## config.mk

```make
export PLATFORM = sky130hd
export DESIGN_NAME = tca_conv_avg
export DESIGN_NICKNAME = d
export VERILOG_FILES = /design/src/core/tca_pkg.sv /design/src/core/tca_conv_avg.sv
export SDC_FILE = /design/constraint.sdc
export NUM_CORES = 1
export LEC_CHECK = 0
export ABC_CLOCK_PERIOD_IN_PS = 4200
export BUFFER_PORTS_ARGS = -buffer_cell sky130_fd_sc_hd__buf_2
export CAP_MARGIN = 10
export CORE_MARGIN = 2
export CORE_UTILIZATION = 40
export CTS_BUF_LIST = sky130_fd_sc_hd__clkbuf_2 sky130_fd_sc_hd__clkbuf_4 sky130_fd_sc_hd__clkbuf_8
export CTS_CLUSTER_DIAMETER = 50
export CTS_CLUSTER_SIZE = 10
export DETAILED_ROUTE_END_ITERATION = 8
export GPL_ROUTABILITY_DRIVEN = 0
export GPL_TIMING_DRIVEN = 0
export HOLD_SLACK_MARGIN = 0.15
export MAX_ROUTING_LAYER = met4
export PLACE_DENSITY_LB_ADDON = 0.12
export SETUP_SLACK_MARGIN = 0.2
export SYNTH_ARGS = -nofsm -noshare
export SYNTH_HDL_FRONTEND = slang
export SYNTH_SLANG_ARGS = --single-unit
export TNS_END_PERCENT = 50
```

## constraint.sdc

```tcl
create_clock -name clk -period 4.2 [get_ports clk]
set_clock_uncertainty 0.2 [all_clocks]
set_input_delay 0.42 -clock clk [delete_from_list [all_inputs] [get_ports clk]]
set_output_delay 0.42 -clock clk [all_outputs]
set_load 0.005 [all_outputs]
```

## src/core/tca_pkg.sv

```systemverilog
// package for the thermopile conversion averaging sequencer
// assumes a single 20 MHz clock and a synchronous active-high reset
package tca_pkg;

	localparam int          CLK_HZ          = 20000000;
	localparam int          CYCLE_MS        = 250;
	localparam int          CYCLE_CLKS      = CYCLE_MS * (CLK_HZ / 1000);
	localparam logic [2:0]  AVG_SEL_RESET   = 3'h2;
	localparam logic [2:0]  AVG_SEL_LP_MIN  = 3'h5;
	localparam logic [15:0] SAT_POS         = 16'h7FFF;
	localparam logic [15:0] SAT_NEG         = 16'h8000;
	localparam int          NV_COEF_COUNT   = 8;
	localparam int          NV_DEPTH        = 8;

	// one adc result; samples are 16-bit two's complement
	typedef struct packed {
		logic        valid;
		logic [15:0] data;
	} tca_sample_t;

	// request to and answer from the math engine
	typedef struct packed {
		logic        start;
		logic [15:0] die;
		logic [15:0] sensor;
	} tca_math_req_t;

	typedef struct packed {
		logic        done;
		logic [15:0] obj;
	} tca_math_rsp_t;

	typedef enum logic [2:0] {
		ST_IDLE    = 3'b000,
		ST_CONVERT = 3'b001,
		ST_MATH    = 3'b010,
		ST_STANDBY = 3'b011,
		ST_WAIT    = 3'b100
	} tca_state_t;

endpackage

```

## src/core/tca_conv_avg.sv

```systemverilog
// conversion sequencer with averaging, math hand-off and nv coefficient copy
// assumes adc front end, math engine and nv store are clocked by clk
//
// What this block does
// RULE1 - each nominal 250 ms cycle: get sensor and die values, compute, store three
// RULE2 - three-bit averaging field picks how many adc results are averaged
// RULE3 - after reset averaging field is 010, four conversions per second
// RULE4 - die result updates only after nth local conversion, holding their mean
// RULE5 - sensor result updates only after nth sensor conversion, holding their mean
// RULE6 - averaged values go to math engine which then updates object result
// RULE7 - codes 101, 110, 111 insert standby before the next conversion group
// RULE8 - nv coefficients copy to working registers singly or as a full set
// RULE9 - after reset each coefficient loads its most recently programmed nv value
// RULE10 - sensor result is 16-bit two's complement saturating at 7FFF and 8000
// RULE11 - temperature results are two's complement with 0.03125 degree steps
// RULE12 - each result register is written whole in a single clock edge
// RULE13 - averaging count per non-reset code is a design parameter
`timescale 1ns/1ps
module tca_conv_avg
	import tca_pkg::*;
#(
	parameter int             CYCLE_CLKS_P = CYCLE_CLKS,
	parameter int             STANDBY_CLKS = CYCLE_CLKS,
	parameter int             COEF_N       = NV_COEF_COUNT,
	parameter logic [63:0]    AVG_LOG2_MAP = 64'h0706050403020100
) (
	// clock and reset
	input  wire logic                clk,
	input  wire logic                rst,
	// averaging control
	input  wire logic [2:0]          avg_sel,
	// adc front end
	output tca_sample_t              unused_q,
	output logic                     adc_start_q,
	input  wire tca_sample_t         die_sample,
	input  wire tca_sample_t         sensor_sample,
	// math engine
	output tca_math_req_t            math_req_q,
	input  wire tca_math_rsp_t       math_rsp,
	// results
	output logic [15:0]              die_temperature_result_q,
	output logic [15:0]              sensor_voltage_result_q,
	output logic [15:0]              object_temperature_result_q,
	output logic                     results_valid_q,
	// nv coefficient store
	input  wire logic                nv_copy_one,
	input  wire logic                nv_copy_all,
	input  wire logic [2:0]          nv_index,
	output logic [2:0]               nv_rd_idx_q,
	input  wire logic [15:0]         nv_rd_data,
	output logic [COEF_N*16-1:0]     coef_q
);

	// refuse settings that the index and timer logic cannot serve
	if (COEF_N < 1 || COEF_N > NV_DEPTH) begin : g_bad_coef
		$error("COEF_N out of range");
	end
	if (CYCLE_CLKS_P < 2 || STANDBY_CLKS < 1) begin : g_bad_cycle
		$error("cycle counts too small");
	end

	// log2 of the averaging count for a field code
	function automatic logic [2:0] avg_log2(input logic [2:0] sel);
		avg_log2 = AVG_LOG2_MAP[{sel, 3'h0} +: 3]; // [RULE2] [RULE13]
	endfunction

	// stable avg_sel sampled twice since it comes from outside logic
	logic [2:0] sel_m_q, sel_s_q, cfg_sel_q;
	always_ff @(posedge clk) begin
		if (rst) begin
			sel_m_q <= AVG_SEL_RESET;
			sel_s_q <= AVG_SEL_RESET;
		end else begin
			sel_m_q <= avg_sel;
			sel_s_q <= sel_m_q;
		end
	end

	tca_state_t  state_q, state_d;
	logic [31:0] tmr_q;
	logic [7:0]  cnt_q;
	logic [23:0] die_acc_q, sen_acc_q;
	logic        die_got_q, sen_got_q;

	wire [2:0]  shift_w     = avg_log2(cfg_sel_q);
	wire [7:0]  n_w         = 8'(8'h1 << shift_w);
	wire        pair_w      = die_got_q && sen_got_q;
	wire        last_w      = pair_w && (cnt_q + 8'h1 == n_w);
	wire        lowpow_w    = cfg_sel_q >= AVG_SEL_LP_MIN; // [RULE7]
	wire        tmr_done_w  = tmr_q == 32'h0;
	wire [23:0] die_sum_w   = die_acc_q;
	wire [23:0] sen_sum_w   = sen_acc_q;
	// mean by arithmetic shift, sign kept [RULE4] [RULE5] [RULE11]
	wire signed [23:0] die_mean_w = $signed(die_sum_w) >>> shift_w;
	wire signed [23:0] sen_mean_w = $signed(sen_sum_w) >>> shift_w;
	// clip instead of wrap [RULE10]
	wire [15:0] sen_clip_w  = (sen_mean_w > 24'sd32767)  ? SAT_POS :
	                          (sen_mean_w < -24'sd32768) ? SAT_NEG : sen_mean_w[15:0];

	always_comb begin
		state_d = state_q;
		case (state_q)
			ST_IDLE:    state_d = ST_CONVERT;
			ST_CONVERT: if (last_w) state_d = ST_MATH;
			ST_MATH:    if (math_rsp.done) state_d = lowpow_w ? ST_STANDBY : ST_WAIT;
			ST_STANDBY: if (tmr_done_w) state_d = ST_CONVERT; // [RULE7]
			ST_WAIT:    if (tmr_done_w) state_d = ST_CONVERT; // [RULE1]
			default:    state_d = ST_IDLE;
		endcase
	end

	always_ff @(posedge clk) begin
		if (rst) begin
			state_q   <= ST_IDLE;
			cfg_sel_q <= AVG_SEL_RESET; // [RULE3]
			tmr_q     <= 32'h0;
			cnt_q     <= 8'h0;
			die_acc_q <= 24'h0;
			sen_acc_q <= 24'h0;
			die_got_q <= 1'b0;
			sen_got_q <= 1'b0;
		end else begin
			state_q <= state_d;
			if (state_q == ST_IDLE || (state_q != ST_CONVERT && state_d == ST_CONVERT))
				cfg_sel_q <= sel_s_q;
			// period counter runs from group start; standby counts its own span
			if (state_q != ST_CONVERT && state_d == ST_CONVERT)
				tmr_q <= 32'(CYCLE_CLKS_P - 1); // [RULE1]
			else if (state_q == ST_MATH && state_d == ST_STANDBY)
				tmr_q <= 32'(STANDBY_CLKS - 1);
			else if (!tmr_done_w)
				tmr_q <= tmr_q - 32'h1;
			if (state_q == ST_CONVERT) begin
				// clear first so a sample landing with the pair still counts
				if (pair_w) begin
					die_got_q <= 1'b0;
					sen_got_q <= 1'b0;
					cnt_q     <= last_w ? 8'h0 : cnt_q + 8'h1;
				end
				if (die_sample.valid) begin
					die_acc_q <= die_acc_q + 24'($signed(die_sample.data));
					die_got_q <= 1'b1;
				end
				if (sensor_sample.valid) begin
					sen_acc_q <= sen_acc_q + 24'($signed(sensor_sample.data));
					sen_got_q <= 1'b1;
				end
			end else begin
				die_acc_q <= 24'h0;
				sen_acc_q <= 24'h0;
			end
		end
	end

	// adc start pulse at each conversion step
	always_ff @(posedge clk) begin
		if (rst) begin
			adc_start_q <= 1'b0;
			unused_q    <= '0;
		end else begin
			adc_start_q <= (state_q != ST_CONVERT && state_d == ST_CONVERT) ||
			               (state_q == ST_CONVERT && pair_w && !last_w);
			unused_q    <= '0;
		end
	end

	// results written whole on one edge; object after math finishes
	always_ff @(posedge clk) begin
		if (rst) begin
			die_temperature_result_q    <= 16'h0;
			sensor_voltage_result_q     <= 16'h0;
			object_temperature_result_q <= 16'h0;
			results_valid_q             <= 1'b0;
			math_req_q                  <= '0;
		end else begin
			math_req_q.start <= 1'b0;
			if (state_q == ST_CONVERT && last_w) begin
				die_temperature_result_q <= die_mean_w[15:0]; // [RULE4] [RULE12]
				sensor_voltage_result_q  <= sen_clip_w;       // [RULE5] [RULE12]
				math_req_q.start  <= 1'b1;                    // [RULE6]
				math_req_q.die    <= die_mean_w[15:0];
				math_req_q.sensor <= sen_clip_w;
			end
			if (state_q == ST_MATH && math_rsp.done) begin
				object_temperature_result_q <= math_rsp.obj; // [RULE6] [RULE12]
				results_valid_q             <= 1'b1;         // [RULE1]
			end
		end
	end

	// nv copy: after reset a full sweep, later single or full on request
	logic       nv_busy_q, nv_all_q, nv_pend_q;
	wire        nv_last_w   = nv_rd_idx_q == 3'(COEF_N - 1);
	// compared one bit wider so a full set of eight still accepts index 7
	wire        nv_one_ok_w = {1'b0, nv_index} < 4'(COEF_N);
	always_ff @(posedge clk) begin
		if (rst) begin
			nv_busy_q   <= 1'b1; // [RULE9]
			nv_all_q    <= 1'b1;
			nv_pend_q   <= 1'b0;
			nv_rd_idx_q <= 3'h0;
		end else if (!nv_busy_q) begin
			nv_pend_q <= 1'b0;
			if (nv_copy_all) begin // [RULE8]
				nv_busy_q   <= 1'b1;
				nv_all_q    <= 1'b1;
				nv_rd_idx_q <= 3'h0;
			end else if (nv_copy_one && nv_one_ok_w) begin // [RULE8]
				nv_busy_q   <= 1'b1;
				nv_all_q    <= 1'b0;
				nv_rd_idx_q <= nv_index;
			end
		end else begin
			// nv store answers one cycle after the index is presented,
			// so each location takes two edges: present, then capture
			nv_pend_q <= !nv_pend_q;
			if (nv_pend_q) begin
				if (!nv_all_q || nv_last_w)
					nv_busy_q <= 1'b0;
				else
					nv_rd_idx_q <= nv_rd_idx_q + 3'h1;
			end
		end
	end

	// nv store presents the last programmed value of each location
	genvar gi;
	generate
		for (gi = 0; gi < COEF_N; gi++) begin : g_coef
			always_ff @(posedge clk) begin
				if (rst)
					coef_q[gi*16 +: 16] <= 16'h0;
				else if (nv_busy_q && nv_pend_q && nv_rd_idx_q == 3'(gi))
					coef_q[gi*16 +: 16] <= nv_rd_data; // [RULE9] [RULE8]
			end
		end
	endgenerate

endmodule

```

==> summary.txt <==
Outcome
  • Run status: finished clean

GRT
  • Vias in the first global route: roughly 13000
  • Initial antenna violation count: 1
  • Largest net degree at the start of global routing: 12
  • Gr ovfl total: 0
  • Gr usage total: a little under a quarter
  • First-pass GRT wire length: a little under 70 mm

Route
  • Antenna-violating nets left: 0
  • Detailed-router iteration count before antenna repair: 5
  • Final wirelength: approximately 44 mm
  • Wire per inst: roughly 17 µm
  • Via count: roughly 14000
  • # DRC: 0
  • DR vias/cell: between 5 and 6
  • Number of DRC markers in iteration 0: between 700 and 800

Synth
  • Yosys cell types: 75
  • Synth top area share: between 30% and 40%
  • EDFF count, synth: 0
  • Count of warnings emitted by yosys: 0
  • Mapped cell area: ~0.015 mm²
  • Synth Flop Type: dfxtp_1
  • Ys async rst share: 0%
  • Avg Inst Size Synth: between 8 and 9 µm²
  • Seq cells post-synth: 286
  • Top post-synthesis cells by area: dfxtp_1 (39%), nand2_1 (10%), a21oi_1 (8.7%), ha_1 (4.6%), mux2i_1 (4.6%)
  • Post-synthesis sequential area ratio: between 30% and 40%
  • Leading area contributor after synthesis: dfxtp_1
  • Synth Instances: between 1500 and 2000

Worst setup path
  • Worst path max stage delay: between 0.5 and 0.6 ns
  • Launch point of the critical path: sensor_sample[0]
  • Setup crit end kind: flip-flop
  • Cell count along the critical path: 14
  • CP required: roughly 4.4 ns
  • Critical path capture point: sen_acc_q[22]
  • WP data arrival: between 4 and 5 ns
  • Setup CP Type: in -> reg
  • FF-to-FF Start: cnt_q[0]
  • Cells along the critical path: dlygate4sd3_1, buf_2, ha_1, inv_1, fa_1, nor2b_1, o31ai_1, a21boi_0, o32a_1, a221oi_1, o2111ai_1, o31ai_1, xor2_1, o21ai_0
  • Worst-path fanout max: 4
  • Worst reg2reg path endpoint: sensor_voltage_result_q[6]
  • Most frequent cell on the critical path: o31ai_1
  • Crit-path leading delay family: compound AO/OA/AOI/OAI gates
  • Buf+Inv Stages, Crit Path: 3
  • Critical Path Start Type: input pin
  • R2r worst-path depth: 10
  • Slowest CP cell: dlygate4sd3_1
  • R2R setup slack: 0.54 ns

CTS
  • Clock buffer depth: 3
  • CTS tree: built
  • Worst-Skew Late Latency: between 0.5 and 0.6 ns
  • H-tree depth: 2
  • Postcts setup bufs: 0
  • Clock Sinks: 286
  • CTS Buf Count: 38
  • Root Buffer: clkbuf_8
  • CTS clk-pin slew, worst paths: about 0.07 ns

STA
  • RSZ-0062 raised after global routing: false
  • Fin crit share: 89.6%
  • Final setup viols: 0
  • Worst-margin pin slew: 0.792 ns
  • Slew headroom: a little under half
  • Final setup margin: between 0.4 and 0.5 ns
  • Setup TNS: 0 ns
  • Crit path time final: approximately 3.8 ns
  • Fmax: between 200 and 300 MHz
  • Final Slew Violations: 0
  • Final hold violation count: 0

Placement
  • Post-placement setup slack: 0.431 ns
  • Area post-placement: about 0.017 mm²
  • HPWL after detailed placement: between 30 and 40 mm
  • Port bufs: approximately 270

Floorplan
  • Ports: 308
  • Die area: 0.0380 mm²
  • Die W: 195 µm
  • Row Count: 69
  • Core area: 0.0357 mm²
  • Starting Density: approximately 40%
  • DIE HEIGHT: between 150 and 200 µm

Run
  • Maxcap violations: 0

Cells and area
  • Nets: between 2000 and 2500
  • Fin area: around 0.018 mm²
  • Layout cell share with drive strength beyond 1: ~20%
  • Area grow syn2layout: 22.1%

Power and ir drop
  • Leak Pwr: around 8 nW
  • P per Cell Area: approximately 330 mW/mm²
  • Peak supply drop: about 0.18 mV
  • Pwr Total: 0.00582 W

Worst hold path
  • Worst Hold Class: reg -> reg
metrics by stage:
| stage | utilization [%] | hold slack [ns] | instances |
|---|---|---|---|
| after CTS | 49.8 | 0.187 | 2677 |
| after global routing | 49.8 | 0.233 | 2678 |
| after detailed placement | 46.4 | 0.203 | 2572 |
| after floorplan | - | 0.189 | 1838 |
| after global placement | 46.4 | 0.205 | 2572 |
| final | 49.8 | 0.213 | 2679 |
cell usage in the layout (no fill, tap or decap), drive strengths merged, types with 22 or more instances in the layout:
cell,synthesis,routed
a211oi,27,27
a21oi,255,255
and3,22,22
buf,82,355
clkbuf,84,133
dfxtp,286,286
dlygate4sd3,0,49
ha,54,54
inv,26,27
mux2i,67,67
nand2,400,400
nand3,28,28
nor2,140,140
nor3,22,22
o21ai,50,50
xnor2,46,46
cells by family (layout without fill, tap and decap cells):
logic type | Yosys count | in the layout | share of synthesized area [%]
AO/OA/AOI/OAI | 420 | 420 | 16.6
AND/OR/NAND/NOR | 704 | 704 | 21.1
flip-flops | 286 | 286 | 39.2
other | 1 | 19 | 0.0257
adder cells (fa/ha/maj) | 56 | 56 | 4.90
buffers and inverters | 192 | 570 | 6.67
XOR/XNOR | 67 | 67 | 4.02
multiplexers | 96 | 96 | 7.45
sequential cells by signal, indices dropped and copies added (netlist names), 8 cells and up:
| register | flops |
|---|---|
| sen_acc_q | 24 |
| cnt_q | 8 |
| die_temperature_result_q | 16 |
| die_acc_q | 23 |
| object_temperature_result_q | 16 |
| sensor_voltage_result_q | 16 |
| coef_q | 128 |
| tmr_q | 32 |
where the power goes:
| part | internal, W | switching, W | total, W | leakage, nW |
|---|---|---|---|---|
| clock | 0.00106 | 0.00106 | 0.00212 | 0.368 |
| combinational | 0.000352 | 0.000490 | 0.000842 | 5.34 |
| sequential | 0.00279 | 0.0000695 | 0.00286 | 2.32 |
| total | 0.00420 | 0.00162 | 0.00582 | 8.03 |
per-layer routing:
metal  wire length, µm  track usage [%]  vias to the layer above
met3              2260             2.92                       89
met5                 0                -                        -
li1                  -                -                     6939
met2             21100             39.4                      345
met4              1320             7.24                        0
met1             19700             29.0                     6308
worst min-delay path by stage:
| stage | startpoint | end | slack [ns] | depth (start not counted) |
|---|---|---|---|---|
| 2_1_floorplan | sel_m_q[1] | sel_s_q[1] | 0.19 | 1 |
| 6_report | sel_m_q[1] | sel_s_q[1] | 0.21 | 1 |
| 3_3_place_gp | sel_m_q[1] | sel_s_q[1] | 0.21 | 1 |
| 3_5_place_dp | sel_m_q[1] | sel_s_q[1] | 0.20 | 1 |
| 5_1_grt | sensor_sample[14] | sen_acc_q[14] | 0.23 | 4 |
| 4_1_cts | sensor_sample[14] | sen_acc_q[14] | 0.19 | 4 |
area by class of cell:
class	count	area [µm²]
clock inverters	7	77.6
flip-flops and latches	286	5730
well taps	461	577
fillers	3587	17900
inverters	26	97.6
multi-input cells	1360	7960
clock buffers	49	643
diodes	2	5.00
repair buffers	322	1860
plain buffers	166	876
cell usage after synthesis, types with 3 or more instances:
library cell,n
and3_1,22
buf_1,12
nand2_1,399
nor2b_1,17
or4_1,6
mux2i_1,67
inv_1,24
buf_4,61
ha_1,54
clkbuf_1,84
nand3_1,28
o211ai_1,5
dfxtp_1,286
buf_2,7
xor2_1,21
a22oi_1,4
nor4_1,9
or3_1,4
o21bai_1,3
nor2_1,139
and2_1,4
a21o_1,21
nand3b_1,6
o31ai_1,3
a211o_1,3
mux2_2,21
o21a_1,4
or2_2,8
a21oi_1,254
a41oi_1,3
nand2b_1,17
o21ai_0,48
xnor2_1,46
o41ai_1,4
nand4b_1,3
mux4_2,8
a211oi_1,27
a31oi_1,16
nand4_1,5
nor3_1,21
repair_timing:
action / CTS / global route
hold endpoints to repair: 168 / 0
hold buffers: 49 / 0
resized for setup: 0 / 0
No activity file was read; power rests on OpenSTA's default activity.
